--- src/hw/dptov_map.svh ---
// register offsets, field positions, reset values and the timing register count for the timing bank
`ifndef DPTOV_MAP_SVH
`define DPTOV_MAP_SVH

`define DPTOV_PAGE_TIMING       8'h00
`define DPTOV_OFS_HS_ZERO       8'h45
`define DPTOV_OFS_HS_TRAIL      8'h46
`define DPTOV_OFS_HS_EXIT       8'h47
`define DPTOV_OFS_LP_EXIT       8'h48
`define DPTOV_OFS_RATE          8'h49
`define DPTOV_OFS_PAGE          8'h4A
`define DPTOV_OFS_STATUS        8'h4B
`define DPTOV_BIT_OVERRIDE      7
`define DPTOV_VAL_MSB           6
`define DPTOV_RST_OVERRIDE      1'h0
`define DPTOV_RST_VALUE         7'h00
`define DPTOV_RST_RATE          2'h0
`define DPTOV_RST_PAGE          8'h00
`define DPTOV_NUM_TIMING        4

`endif

--- src/hw/dptov_pkg.sv ---
// types shared by the timing override bank
`default_nettype none

package dptov_pkg;

	typedef enum logic [1:0] {
		DPTOV_RATE_400M  = 2'b00,
		DPTOV_RATE_800M  = 2'b01,
		DPTOV_RATE_1500M = 2'b10,
		DPTOV_RATE_1600M = 2'b11
	} dptov_rate_type;

	typedef enum logic [1:0] {
		DPTOV_T_HS_ZERO  = 2'b00,
		DPTOV_T_HS_TRAIL = 2'b01,
		DPTOV_T_HS_EXIT  = 2'b10,
		DPTOV_T_LP_EXIT  = 2'b11
	} dptov_timing_type;

	typedef enum logic [1:0] {
		DPTOV_ST_IDLE  = 2'b00,
		DPTOV_ST_WAIT  = 2'b01,
		DPTOV_ST_RESP  = 2'b10
	} dptov_bus_state_type;

endpackage : dptov_pkg

`default_nettype wire

--- src/hw/dptov_derive.sv ---
// derives the automatic timing values from the lane bit rate
`timescale 1ns/1ns
`default_nettype none
`include "dptov_map.svh"

module dptov_derive
	import dptov_pkg::*;
(
	input  wire logic           mclk,
	input  wire logic           rst_n,
	input  wire dptov_rate_type rate,
	output logic [6:0]          auto_hs_zero,
	output logic [6:0]          auto_hs_trail,
	output logic [6:0]          auto_hs_exit,
	output logic [6:0]          auto_lp_exit,
	output logic                rate_changed
);

	// byte-clock counts per rate; one table keeps all four parameters aligned
	function automatic logic [27:0] derive_table(input dptov_rate_type r);
		unique case (r)
			DPTOV_RATE_400M:  derive_table = {7'h0A, 7'h06, 7'h08, 7'h04};
			DPTOV_RATE_800M:  derive_table = {7'h14, 7'h0B, 7'h0F, 7'h06};
			DPTOV_RATE_1500M: derive_table = {7'h25, 7'h14, 7'h1D, 7'h0B};
			DPTOV_RATE_1600M: derive_table = {7'h28, 7'h15, 7'h1F, 7'h0C};
		endcase
	endfunction

	wire logic [27:0] nxt_table = derive_table(rate);
	logic [27:0]      table_ff;
	dptov_rate_type   rate_ff;

	assign rate_changed = (rate != rate_ff);

	always_ff @(posedge mclk) begin
		if (!rst_n) begin
			table_ff <= 28'h0000000;
			rate_ff  <= DPTOV_RATE_400M;
		end else begin
			table_ff <= nxt_table;
			rate_ff  <= rate;
		end
	end

	assign auto_hs_zero  = table_ff[27:21];
	assign auto_hs_trail = table_ff[20:14];
	assign auto_hs_exit  = table_ff[13:7];
	assign auto_lp_exit  = table_ff[6:0];

endmodule // dptov_derive

`default_nettype wire

--- src/hw/dptov_field.sv ---
// one timing register: override bit plus value that is storage or derived status
`timescale 1ns/1ns
`default_nettype none
`include "dptov_map.svh"

module dptov_field (
	input  wire logic       mclk,
	input  wire logic       rst_n,
	input  wire logic       wr_en,
	input  wire logic [7:0] wr_data,
	input  wire logic [6:0] auto_value,
	output logic [7:0]      rd_data,
	output logic [6:0]      applied,
	output logic            override
);

	logic       override_ff;
	logic [6:0] value_ff;
	wire logic  nxt_override = wr_en ? wr_data[`DPTOV_BIT_OVERRIDE] : override_ff;
	// value only stores from a write whose override bit is set; the same write that sets
	// the bit also loads the value, so software can take over in one access
	wire logic  value_we     = wr_en & nxt_override;

	always_ff @(posedge mclk) begin
		if (!rst_n) begin
			override_ff <= `DPTOV_RST_OVERRIDE;
			value_ff    <= `DPTOV_RST_VALUE;
		end else begin
			override_ff <= nxt_override;
			if (value_we)
				value_ff <= wr_data[`DPTOV_VAL_MSB:0];
			else if (!override_ff)
				value_ff <= auto_value;
		end
	end

	assign override = override_ff;
	assign applied  = override_ff ? value_ff : auto_value;
	assign rd_data  = {override_ff, applied};

endmodule // dptov_field

`default_nettype wire

--- src/hw/dptov_regs.sv ---
// d-phy timing override register bank behind an avalon-mm slave with waitrequest
//
// Design decision made here: the Avalon-MM interface to the registers.
`timescale 1ns/1ns
`default_nettype none
`include "dptov_map.svh"

// Behaviour
// - hs-zero bit 7 selects auto or value
// - hs-zero value read-only derived unless overridden
// - hs-trail override selects source and access
// - hs-exit override; reads derived when not overridden
// - lp-exit bit 7 selects auto or value
// - lp-exit value read-only derived unless overridden
// - all override bits reset to zero
// - registers at 0x45..0x48 of page 0x00
module dptov_regs
	import dptov_pkg::*;
(
	input  wire logic        mclk,
	input  wire logic        rst_n,
	input  wire logic [7:0]  avs_address,
	input  wire logic        avs_read,
	input  wire logic        avs_write,
	input  wire logic [31:0] avs_writedata,
	input  wire logic [3:0]  avs_byteenable,
	output logic [31:0]      avs_readdata,
	output logic             avs_waitrequest,
	output logic [6:0]       hs_zero_applied,
	output logic [6:0]       hs_trail_applied,
	output logic [6:0]       hs_exit_applied,
	output logic [6:0]       lp_exit_applied
);

	////////////////////////////////////////////////////////////////////////
	// bus handshake: one wait cycle, answer on the second

	dptov_bus_state_type state_ff;
	dptov_bus_state_type nxt_state;
	wire logic           req = avs_read | avs_write;

	always_comb begin
		nxt_state = state_ff;
		unique case (state_ff)
			DPTOV_ST_IDLE: if (req) nxt_state = DPTOV_ST_RESP;
			DPTOV_ST_RESP: nxt_state = DPTOV_ST_IDLE;
			default:       nxt_state = DPTOV_ST_IDLE;
		endcase
	end

	always_ff @(posedge mclk) begin
		if (!rst_n)
			state_ff <= DPTOV_ST_IDLE;
		else
			state_ff <= nxt_state;
	end

	wire logic accept = (state_ff == DPTOV_ST_RESP) & req;
	assign avs_waitrequest = req & (state_ff != DPTOV_ST_RESP);

	////////////////////////////////////////////////////////////////////////
	// page select and rate configuration

	logic [7:0]     page_ff;
	dptov_rate_type rate_ff;
	wire logic      be0      = avs_byteenable[0];
	wire logic      wr_ok    = accept & avs_write & be0;
	wire logic      on_page  = (page_ff == `DPTOV_PAGE_TIMING);
	wire logic      sel_page = (avs_address == `DPTOV_OFS_PAGE);
	wire logic      sel_rate = (avs_address == `DPTOV_OFS_RATE);
	wire logic      sel_stat = (avs_address == `DPTOV_OFS_STATUS);

	always_ff @(posedge mclk) begin
		if (!rst_n) begin
			page_ff <= `DPTOV_RST_PAGE;
			rate_ff <= DPTOV_RATE_400M;
		end else begin
			if (wr_ok & sel_page)
				page_ff <= avs_writedata[7:0];
			if (wr_ok & sel_rate)
				rate_ff <= dptov_rate_type'(avs_writedata[1:0]);
		end
	end

	////////////////////////////////////////////////////////////////////////
	// derivation and the four timing registers

	logic [6:0] auto_val [`DPTOV_NUM_TIMING];
	logic [6:0] applied  [`DPTOV_NUM_TIMING];
	logic [7:0] reg_rd   [`DPTOV_NUM_TIMING];
	logic [3:0] ovr;
	logic       rate_changed;

	dptov_derive u_derive (
		.mclk          (mclk),
		.rst_n         (rst_n),
		.rate          (rate_ff),
		.auto_hs_zero  (auto_val[0]),
		.auto_hs_trail (auto_val[1]),
		.auto_hs_exit  (auto_val[2]),
		.auto_lp_exit  (auto_val[3]),
		.rate_changed  (rate_changed)
	);

	// timing index from offset; only valid when timing hit is high
	function automatic logic [1:0] timing_index(input logic [7:0] a);
		timing_index = 2'(a - `DPTOV_OFS_HS_ZERO);
	endfunction

	wire logic       sel_tim = on_page & (avs_address >= `DPTOV_OFS_HS_ZERO)
		& (avs_address <= `DPTOV_OFS_LP_EXIT);
	wire logic [1:0] tim_idx = timing_index(avs_address);

	genvar gi;
	generate
		for (gi = 0; gi < `DPTOV_NUM_TIMING; gi++) begin : g_tim
			dptov_field u_field (
				.mclk       (mclk),
				.rst_n      (rst_n),
				.wr_en      (wr_ok & sel_tim & (tim_idx == 2'(gi))),
				.wr_data    (avs_writedata[7:0]),
				.auto_value (auto_val[gi]),
				.rd_data    (reg_rd[gi]),
				.applied    (applied[gi]),
				.override   (ovr[gi])
			);
		end
	endgenerate

	assign hs_zero_applied  = applied[0];
	assign hs_trail_applied = applied[1];
	assign hs_exit_applied  = applied[2];
	assign lp_exit_applied  = applied[3];

	////////////////////////////////////////////////////////////////////////
	// read data; unmapped offsets read zero

	logic [7:0] rd_mux;
	logic       rate_seen_ff;

	always_comb begin
		rd_mux = 8'h00;
		if (sel_tim)
			rd_mux = reg_rd[tim_idx];
		else if (sel_page)
			rd_mux = page_ff;
		else if (sel_rate)
			rd_mux = {6'h00, rate_ff};
		else if (sel_stat)
			rd_mux = {3'h0, rate_seen_ff, ovr};
	end

	// sticky: rate changed since last status read; set wins over read clear
	always_ff @(posedge mclk) begin
		if (!rst_n)
			rate_seen_ff <= 1'h0;
		else if (rate_changed)
			rate_seen_ff <= 1'h1;
		else if (accept & avs_read & sel_stat)
			rate_seen_ff <= 1'h0;
	end

	logic [31:0] readdata_ff;

	always_ff @(posedge mclk) begin
		if (!rst_n)
			readdata_ff <= 32'h00000000;
		else if (req & (state_ff == DPTOV_ST_IDLE) & avs_read)
			readdata_ff <= {24'h000000, rd_mux};
	end

	assign avs_readdata = readdata_ff;

endmodule // dptov_regs

`default_nettype wire

--- config.mk ---
export PLATFORM = sky130hd
export DESIGN_NAME = dptov_regs
export DESIGN_NICKNAME = d
export VERILOG_FILES = /design/src/hw/dptov_pkg.sv /design/src/hw/dptov_derive.sv /design/src/hw/dptov_field.sv /design/src/hw/dptov_regs.sv
export VERILOG_INCLUDE_DIRS = /design/src /design/src/hw
export SDC_FILE = /design/constraint.sdc
export NUM_CORES = 1
export LEC_CHECK = 0
export ABC_AREA = 1
export BUFFER_PORTS_ARGS = -buffer_cell sky130_fd_sc_hd__buf_2
export CAP_MARGIN = 20
export CORE_UTILIZATION = 35
export CTS_BUF_LIST = sky130_fd_sc_hd__clkbuf_8
export CTS_CLUSTER_SIZE = 8
export DETAILED_ROUTE_END_ITERATION = 8
export GPL_TIMING_DRIVEN = 0
export PLACE_DENSITY_LB_ADDON = 0.12
export SLEW_MARGIN = 40
export SYNTH_ARGS = -nofsm -noshare
export SYNTH_HDL_FRONTEND = slang
export SYNTH_HIERARCHICAL = 1
export SYNTH_SLANG_ARGS = --single-unit
--- constraint.sdc ---
create_clock -name mclk -period 3.55 [get_ports mclk]
set_input_delay 1.065 -clock mclk [delete_from_list [all_inputs] [get_ports mclk]]
set_output_delay 1.065 -clock mclk [all_outputs]
set_load 0.01 [all_outputs]
==> impl_metrics.py, run 1 <==
metrics = {
    "status": {
        "status": "finished clean",
    },
    "yosys": {
        "synth_edf_count": 0,
        "seq_area_frac_synth": 0.3056,
        "ys_ff_latch": 66,
        "synthCells": 592,
        "ys_types": 31,
        "synthMuxAreaShare": 0,
        "netlist_area_um2": 4323,
        "synth_top_area_frac": 0.3056,
        "ys_top_cells_by_area": "dfxtp_1 (31%), buf_4 (13%), nand2_1 (9.0%)",
        "yosys_warnings": 6,
        "synthAdderAreaFrac": 0.03473,
        "synthArstFlopShare": 0,
        "synth-compound-area-share": 0.09320,
        "postSynthAreaPerCell_um2": 7.302,
        "synth_flop_cell": "dfxtp_1",
        "synth_top_cell_by_area": "dfxtp_1",
        "synth_xor_area_frac": 0.002026,
        "synth_top_family_by_area": "simple AND/OR/NAND/NOR gates",
        "synth_common_cells": "nand2_1 (104), buf_4 (75), dfxtp_1 (66)",
        "synth_most_common_cell": "nand2_1",
        "synthSimpleGateAreaFrac": 0.3621,
    },
    "clock_network": {
        "h-tree-depth": 3,
        "ctsResizeCount": 0,
        "insertion_delay_ns": 0.35,
        "cts_setup_buffers": 0,
        "cts_tree": "yes",
        "hold_buffers": 0,
        "cts_buffer_depth": 2,
        "cts-root-buf": "clkbuf_8",
        "clkTransAtPathRegs_ns": 0.07,
        "cts_buffers": 9,
        "cts.sinks": 66,
    },
    "global_routing": {
        "grt_overflow": 0,
        "antenna_found_initial": 0,
        "grt_pass1_wl_mm": 18.13,
        "grt_pass1_vias": 3489,
        "grt.total_usage": 0.1905,
        "grt_max_degree": 42,
    },
    "timing": {
        "min_period_ns": 2.692,
        "final_max_slew_viol_count": 0,
        "relSlewSlack": 0.5245,
        "rsz0062_at_grt": "false",
        "worst_slew_pin_slew_ns": 0.7132,
        "finalCritPeriodShare": 0.7583,
        "fin_skew_ns": 0.005190,
        "fmax_mhz": 371.5,
        "setup-tns-final_ns": 0,
        "hold_slack_ns": 0.4656,
        "finalHoldViolCount": 0,
        "setup_violations": 0,
    },
    "route": {
        "wirelength_mm": 11.48,
        "wl_per_cell_um": 13.67,
        "first_pass_iters": 4,
        "num_vias": 3718,
        "drc_errors": 0,
        "ant_nets": 0,
        "detail_route.vias_per_cell": 4.426,
        "drt-initial-drc-count": 186,
    },
    "floorplanning": {
        "num_rows": 40,
        "io_pins": 109,
        "fp.dieW_um": 113.1,
        "start_util": 0.3599,
        "fp.dieArea_um2": 12800,
        "die_h_um": 113.1,
        "core_area_um2": 12010,
    },
    "pwr": {
        "netSwitchingFraction": 0.2778,
        "total_power_mw": 1.526,
        "seq_power_share": 0.500,
        "switchingPower_uw": 423.8,
        "power.internal_mw": 1.102,
        "comb_power_share": 0.151,
        "p_leak_nw": 2.520,
        "power_frac_clock": 0.349,
        "vdd_ir_drop_max_mv": 0.1236,
        "powerDensity_nw_per_um2": 301.7,
    },
    "hold_path": {
        "worstHoldPathType": "reg -> reg",
        "whs_path_depth": 2,
        "hp-start": "avs_readdata[0]",
        "hold-path-endpoint": "avs_readdata[0]",
    },
    "setup_path": {
        "cp.arrival_ns": 2.98,
        "worstSetupStartpointType": "primary input",
        "r2r_cells": 7,
        "cp_max_fo": 12,
        "worstSetupPathType": "in -> reg",
        "required_ns": 3.84,
        "worst-r2r-setup-slack_ns": 1.71,
        "r2r_end": "g_tim[2].u_field/value_ff[4]",
        "rr_startpoint": "state_ff[1]",
        "endpoint_kind": "flip-flop",
    },
    "placement": {
        "gp_congestion": 0.8538,
        "io_buffers": 57,
        "hpwl_mm": 8.606,
    },
    "layout": {
        "final_nets": 750,
        "area_growth_pct": 16.99,
        "antennaDiodeCount": 0,
        "drive_gt1_frac": 0.4358,
    },
    "run": {
        "maxCapViolCount": 0,
    },
}
## cells in the final DEF, fill, tap and decap left out, drive strengths merged, types with 4 or more instances in the layout
master / count
dfxtp: 66
conb: 32
clkbuf: 11
ha: 12
a21oi: 18
buf: 141
inv: 47
nand3: 21
o21ai: 48
o21a: 4
nor2: 118
nand2: 167
## kinds of logic (layout without fill, tap and decap cells)
group / count (synthesis) / in the layout
flip-flops: 66 / 66
XOR/XNOR: 1 / 1
AND/OR/NAND/NOR: 310 / 310
AO/OA/AOI/OAI: 72 / 72
adder cells (fa/ha/maj): 12 / 12
buffers and inverters: 129 / 200
other: 2 / 32
## final cells by class
type,count,area (um2)
sequential,66,1321
timing repair buffer,57,285.3
inverter,44,205.2
tap,147,183.9
multi-input combinational,427,2247
buffer,85,661.9
clock inverter,4,15.01
clock buffer,10,137.6
fill,1307,6954
## per-stage QoR
| step | cell area [um2] | worst slack, ns | util | cells |
|---|---|---|---|---|
| floorplan | 4436 | 1.118 | - | 622 |
| global placement | 4905 | 0.5024 | 0.4083 | 826 |
| detailed placement | 4905 | 0.4954 | 0.4083 | 826 |
| CTS | 5057 | 0.8691 | 0.4210 | 840 |
| global route | 5057 | 0.7411 | 0.4210 | 840 |
| finish | 5057 | 0.8582 | 0.4210 | 840 |
## power by group through the flow
| stage | clock network (mW) | registers [mW] | logic (mW) |
|---|---|---|---|
| global route | 0.585 | 0.763 | 0.255 |
| CTS | 0.548 | 0.762 | 0.230 |
| detailed placement | 0 | 0.779 | 0.230 |
| finish | 0.533 | 0.762 | 0.230 |
| floorplan | 0 | 0.780 | 0.154 |
| global placement | 0 | 0.779 | 0.228 |
## worst max-delay path by stage
stage | end | startpoint | cells past startpoint | slack, ns
4_1_cts | avs_readdata[2] | avs_address[0] | 12 | 0.87
5_1_grt | avs_readdata[2] | avs_address[0] | 12 | 0.74
3_5_place_dp | avs_readdata[2] | avs_address[0] | 12 | 0.50
3_3_place_gp | avs_readdata[2] | avs_address[0] | 12 | 0.50
6_report | avs_readdata[2] | avs_address[0] | 12 | 0.86
2_1_floorplan | g_tim[0].u_field/value_ff[0] | avs_address[0] | 10 | 1.12
## per-layer routing
| metal | vias to the layer above | track usage | share of wire |
|---|---|---|---|
| li1 | 1933 | - | - |
| met1 | 1657 | 0.2438 | 0.45 |
| met2 | 109 | 0.3121 | 0.46 |
| met3 | 19 | 0.02999 | 0.059 |
| met4 | 0 | 0.09298 | 0.026 |
| met5 | - | 0 | 0 |
## flip-flops by register name (all words and copies together), names as in the netlist
name                    flops
u_derive/table_ff          12
g_tim.u_field/value_ff     28
rate_ff                     2
rate_seen_ff                1
avs_readdata                8
u_derive/rate_ff            2
g_tim.u_field/override      4
page_ff                     8
state_ff                    1
## worst max-delay path, stage by stage
cell,delay (ns)
buf_2,0.19
inv_2,0.12
buf_6,0.17
ha_1,0.28
buf_2,0.17
inv_2,0.15
o21ai_0,0.12
o21ai_0,0.35
nor2_2,0.07
nor2_1,0.09
nand2_1,0.08
a21oi_2,0.10
Power figures use the tool's default switching activity.
==> inputs of run 2 (changes only) <==
Settings changed: ABC_AREA 1 to 0.
Clock period 3.55 ns to 2.8 ns, I/O delays scaled along.
==> run 2 against run 1 <==
Compared with the run above: the run now ends with design-rule violations left; flip-flop and latch count is the same; total power grew 42%; design area fell by 0.82%; area after synthesis is 2.7% lower; global-route usage down 0.30 points; worst setup slack lost 0.72 ns; first-iteration DRC count is 15% lower; wire length down 2.6%; count of clock-buffer cells in the layout stayed put; utilization rose by 1.3 points.
==> impl_metrics.py, run 2 <==
metrics = {
    "clock_network": {
        "cts_tree": "yes",
        "clkTransAtPathRegs_ns": 0.08,
        "cts_buffer_depth": 2,
        "cts-root-buf": "clkbuf_8",
        "h-tree-depth": 3,
        "insertion_delay_ns": 0.35,
        "cts_buffers": 9,
        "cts.sinks": 66,
    },
    "route": {
        "num_vias": 3143,
        "ant_nets": 0,
        "detail_route.vias_per_cell": 4.748,
        "first_pass_iters": 6,
        "drt-initial-drc-count": 158,
        "wirelength_mm": 11.18,
        "wl_per_cell_um": 16.89,
        "drc_errors": 19,
    },
    "layout": {
        "layout_commonest_cell": "buf_4",
        "regArea_um2": 1321,
        "regMostFlops": "g_tim.u_field/value_ff",
        "layout_common_cells": "buf_4 (75), buf_2 (66), dfxtp_1 (66), conb_1 (32), nand3b_1 (31)",
        "fill_cells": 1126,
        "final_area_um2": 5016,
        "top_regs": "g_tim.u_field/value_ff: 28 flops, u_derive/table_ff: 12 flops",
        "final_core_util": 0.4337,
        "largest_reg_flops": 28,
        "drive_gt1_frac": 0.4123,
        "area_growth_pct": 19.28,
        "multi_input_area_um2": 2267,
        "final_nets": 574,
        "antennaDiodeCount": 0,
    },
    "setup_path": {
        "critPathLaunch": "avs_address[0]",
        "r2r_end": "g_tim[2].u_field/value_ff[0]",
        "rr_startpoint": "page_ff[1]",
        "r2r_cells": 7,
        "worst-r2r-setup-slack_ns": 0.47,
        "required_ns": 3.09,
        "cp.arrival_ns": 2.96,
        "endpoint_kind": "flip-flop",
        "worstSetupStartpointType": "primary input",
        "worstSetupPathType": "in -> reg",
        "cp_max_fo": 9,
    },
    "global_routing": {
        "grt.total_usage": 0.1875,
        "antenna_found_initial": 0,
        "use_met1": 0.2544,
        "grt_util_met2": 0.2996,
        "grt_overflow": 0,
        "grt_pass1_vias": 3067,
        "grt-busiest-layer": "met2",
        "grt_max_degree": 13,
        "grt_pass1_wl_mm": 17.40,
        "met3_usage": 0.02940,
    },
    "timing": {
        "setup_violations": 0,
        "finalCritPeriodShare": 0.9515,
        "fmax_mhz": 375.3,
        "finalHoldViolCount": 0,
        "worst_slew_pin_slew_ns": 0.5688,
        "rsz0062_at_grt": "true",
        "min_period_ns": 2.664,
        "final_max_slew_viol_count": 0,
        "relSlewSlack": 0.6200,
        "fin_skew_ns": 0.01272,
    },
    "pwr": {
        "p_leak_nw": 2.557,
        "seq_power_share": 0.448,
        "netSwitchingFraction": 0.2520,
        "power.internal_mw": 1.616,
        "vdd_ir_drop_max_mv": 0.1814,
        "powerDensity_nw_per_um2": 430.8,
        "comb_power_share": 0.132,
        "power_frac_clock": 0.420,
        "switchingPower_uw": 544.7,
    },
    "floorplanning": {
        "core_area_um2": 11560,
        "fp.dieArea_um2": 12460,
        "num_rows": 39,
        "die_h_um": 111.6,
        "io_pins": 109,
        "start_util": 0.3636,
        "fp.dieW_um": 111.6,
    },
    "placement": {
        "place_area_um2": 4782,
        "gp_congestion": 0.8158,
        "io_buffers": 57,
        "hpwl_mm": 8.422,
    },
    "yosys": {
        "ys_top_cells_by_area": "dfxtp_1 (31%), buf_4 (13%), mux2_4 (10%)",
        "synth_top_cell_by_area": "dfxtp_1",
        "synth_most_common_cell": "buf_4",
        "netlist_area_um2": 4205,
        "synth_top_area_frac": 0.3142,
        "postSynthAreaPerCell_um2": 10.11,
        "synthArstFlopShare": 0,
        "synth_edf_count": 0,
        "ys_types": 46,
        "seq_area_frac_synth": 0.3142,
        "synth_flop_cell": "dfxtp_1",
        "synth_common_cells": "buf_4 (74), dfxtp_1 (66), nand3b_1 (31)",
        "synthCells": 416,
        "ys_ff_latch": 66,
        "yosys_warnings": 6,
    },
    "run": {
        "maxCapViolCount": 0,
    },
    "hold_path": {
        "worstHoldPathType": "reg -> reg",
        "whs_path_depth": 2,
        "hold-path-endpoint": "page_ff[3]",
        "hp-start": "page_ff[3]",
    },
    "status": {
        "violations": "design-rule violations",
        "status": "complete, but fails checks",
    },
}
## run 2: layout make-up
type	instances	area share
multi-input combinational	272	0.4520
sequential	66	0.2634
buffer	102	0.1432
timing repair buffer	58	0.05837
tap	143	0.03567
clock buffer	10	0.02744
clock inverter	6	0.01621
inverter	5	0.003742
## run 2: how the worst max path moves through the flow
stage	to	slack, ns	cells after the start
floorplan	g_tim[1].u_field/value_ff[0]	0.09	10
global placement	g_tim[1].u_field/value_ff[6]	-0.37	11
detailed placement	g_tim[2].u_field/value_ff[2]	-0.38	12
CTS	g_tim[1].u_field/value_ff[6]	0.11	11
global route	g_tim[2].u_field/value_ff[3]	-0.004	12
finish	g_tim[2].u_field/value_ff[0]	0.14	12
## run 2: cells by family after synthesis
kind of cell	after synthesis	synth area share
AND/OR/NAND/NOR	114	0.1782
adder cells (fa/ha/maj)	12	0.03570
flip-flops	66	0.3142
AO/OA/AOI/OAI	74	0.1443
other	2	0.001786
XOR/XNOR	2	0.004166
multiplexers	38	0.1476
buffers and inverters	108	0.1741
## run 2: metal layers
layer	vias up	routed length, um
met2	92	5247
li1	1560	-
met4	0	160
met5	-	0
met3	12	454
met1	1479	5315
## run 2: critical path, stage by stage
cell      delay, ns
buf_2          0.12
buf_6          0.17
inv_1          0.09
ha_1           0.20
nand2b_1       0.06
a22o_1         0.15
nor4b_4        0.35
and3_1         0.25
buf_2          0.21
and2_1         0.14
buf_2          0.20
o211a_1        0.16
## run 2: what timing repair did
| item | CTS | global route |
|---|---|---|
| resized for setup | 1 | 3 |
| setup endpoints to repair | 10 | 32 |
| hold buffers | 0 | 0 |
| setup buffers | 0 | 1 |
| gates cloned | 0 | 0 |
## run 2: power groups by stage
stage          clock (mW)  combinational [mW]  sequential, mW
3_3_place_gp            0               0.281           0.990
2_1_floorplan           0               0.191           0.992
6_report            0.907               0.285           0.969
3_5_place_dp            0               0.282           0.991
4_1_cts             0.928               0.284           0.969
5_1_grt             0.970               0.309           0.971
## run 2: per-stage QoR
stage	power (mW)	worst slack, ns	instances	hold slack (ns)	TNS, ns
3_5_place_dp	1.273	-0.3846	646	0.4840	-11.71
5_1_grt	2.250	-0.003594	662	0.5096	-0.003594
4_1_cts	2.180	0.1083	662	0.4939	0
6_report	2.161	0.1358	662	0.4902	0
3_3_place_gp	1.271	-0.3714	646	0.4673	-11.30
2_1_floorplan	1.182	0.09437	446	0.4482	0
==> inputs of run 3 (changes only) <==
Settings changed: GPL_TIMING_DRIVEN 0 to not set.
==> run 3 against run 2 <==
Compared with the run above: the flow still finishes with violations (design-rule violations); register-to-register slack improved by 0.21 ns; sequential share of layout area rose by 3.6 points; non-clock buffer count fell by 86.
==> impl_metrics.py, run 3 (same netlist as run 2, synthesis figures left out) <==
metrics = {
    "pwr": {
        "netSwitchingFraction": 0.2537,
        "total_power_mw": 2.110,
        "power_frac_clock": 0.431,
        "comb_power_share": 0.110,
        "p_leak_nw": 2.136,
        "switchingPower_uw": 535.3,
        "vdd_ir_drop_max_mv": 0.2553,
        "seq_power_share": 0.459,
        "power.internal_mw": 1.575,
        "powerDensity_nw_per_um2": 477.9,
    },
    "timing": {
        "worst_slew_pin_slew_ns": 0.7001,
        "final_max_slew_viol_count": 0,
        "rsz0062_at_grt": "false",
        "setup-tns-final_ns": 0,
        "hold_slack_ns": 0.4881,
        "finalHoldViolCount": 0,
        "relSlewSlack": 0.5323,
        "fmax_mhz": 410.0,
        "min_period_ns": 2.439,
        "setup_violations": 0,
        "fin_skew_ns": 0.005710,
        "finalCritPeriodShare": 0.8711,
    },
    "global_routing": {
        "antenna_found_initial": 0,
        "grt_overflow": 0,
        "grt_pass1_vias": 2891,
        "use_met1": 0.2378,
        "grt_pass1_wl_mm": 16.82,
        "grt_util_met2": 0.2950,
        "met3_usage": 0.02395,
        "grt-busiest-layer": "met2",
        "grt.total_usage": 0.1794,
        "grt_max_degree": 31,
    },
    "setup_path": {
        "worstSetupPathType": "reg -> out",
        "cp.arrival_ns": 1.60,
        "path_delay_family": "flip-flops",
        "critPathMaxStageDelay_ns": 0.73,
        "required_ns": 1.96,
        "slowest_stage": "dfxtp_1",
        "worstPathCellList": "mux2_4, buf_2",
        "cp_max_fo": 10,
        "worstSetupStartpointType": "flip-flop",
        "critPathBufInv": 1,
        "endpoint_kind": "output port",
    },
    "layout": {
        "layout_common_cells": "dfxtp_1 (66), buf_2 (57), conb_1 (32), nand3b_1 (31)",
        "area_growth_pct": 4.998,
        "drive_gt1_frac": 0.3141,
        "layout.cells.non_filler": 576,
        "largest_reg_flops": 28,
        "final_nets": 488,
        "final_core_util": 0.3818,
        "layout_commonest_cell": "dfxtp_1",
        "antennaDiodeCount": 0,
        "top_regs": "g_tim.u_field/value_ff: 28 flops, u_derive/table_ff: 12 flops",
        "regMostFlops": "g_tim.u_field/value_ff",
    },
    "route": {
        "first_pass_iters": 9,
        "ant_nets": 0,
        "wl_per_cell_um": 18.56,
        "wirelength_mm": 10.69,
        "num_vias": 2840,
        "drc_errors": 11,
        "drt-initial-drc-count": 117,
        "detail_route.vias_per_cell": 4.931,
    },
    "floorplanning": {
        "die_h_um": 111.6,
        "fp.dieW_um": 111.6,
        "start_util": 0.3636,
        "num_rows": 39,
        "fp.dieArea_um2": 12460,
        "io_pins": 109,
        "core_area_um2": 11560,
    },
    "clock_network": {
        "h-tree-depth": 3,
        "hold_buffers": 0,
        "ctsResizeCount": 0,
        "cts_setup_buffers": 0,
        "cts_buffer_depth": 2,
        "insertion_delay_ns": 0.35,
        "cts-root-buf": "clkbuf_8",
        "clkTransAtPathRegs_ns": 0.07,
        "cts_tree": "yes",
        "cts_buffers": 9,
        "cts.sinks": 66,
    },
    "hold_path": {
        "worstHoldPathType": "reg -> reg",
    },
    "status": {
        "violations": "design-rule violations",
        "status": "complete, but fails checks",
    },
    "placement": {
        "hpwl_mm": 7.815,
        "gp_congestion": 0.7868,
        "dp_cells": 560,
        "io_buffers": 57,
    },
    "run": {
        "maxCapViolCount": 0,
    },
}
run 3: cell count changes in the layout (fill, tap and decap cells not counted), sizes merged:
cell / previous run / this run
buf: 150 / 74
clkbuf: 20 / 10
run 3: stage by stage:
step	area, um2	setup slack [ns]
final	4415	0.3609
after detailed placement	4197	0.02293
after global placement	4197	0.01493
after CTS	4415	0.3295
after floorplan	4318	0.09437
after global routing	4415	0.2860
run 3: tightest hold or removal path, cell delays in order (launching register included):
cell and delay, ns:
dfxtp_1 0.33, nand2_1 0.05, a21boi_0 0.06
run 3: area by class of cell:
class | instances | area (um2)
clock buffers | 10 | 137.6
clock inverters | 6 | 81.33
fillers | 1158 | 7149
inverters | 5 | 18.77
multi-input cells | 272 | 2265
flip-flops and latches | 66 | 1321
well taps | 143 | 178.9
repair buffers | 74 | 412.9
run 3: per-layer routing:
layer | wire length [um] | vias to the layer above | share of wire
met2 | 5000 | 65 | 0.47
met4 | 173 | 0 | 0.016
met3 | 314 | 16 | 0.029
met1 | 5205 | 1368 | 0.49
met5 | 0 | - | 0
li1 | - | 1391 | -
run 3: worst paths after layout:
kind	depth (start not counted)	end	slack (ns)	from
setup reg to reg	6	g_tim[2].u_field/value_ff[2]	0.68	page_ff[1]
hold / removal	2	page_ff[6]	0.49	page_ff[6]
hold reg to reg	2	page_ff[6]	0.49	page_ff[6]
setup / recovery	2	hs_exit_applied[0]	0.36	g_tim[2].u_field/override
run 3: power groups by stage:
stage	Combinational, mW	Sequential (mW)	Clock, mW
floorplan	0.191	0.992	0
finish	0.232	0.968	0.910
global placement	0.233	0.990	0
global route	0.251	0.971	0.966
detailed placement	0.232	0.991	0
CTS	0.233	0.969	0.929
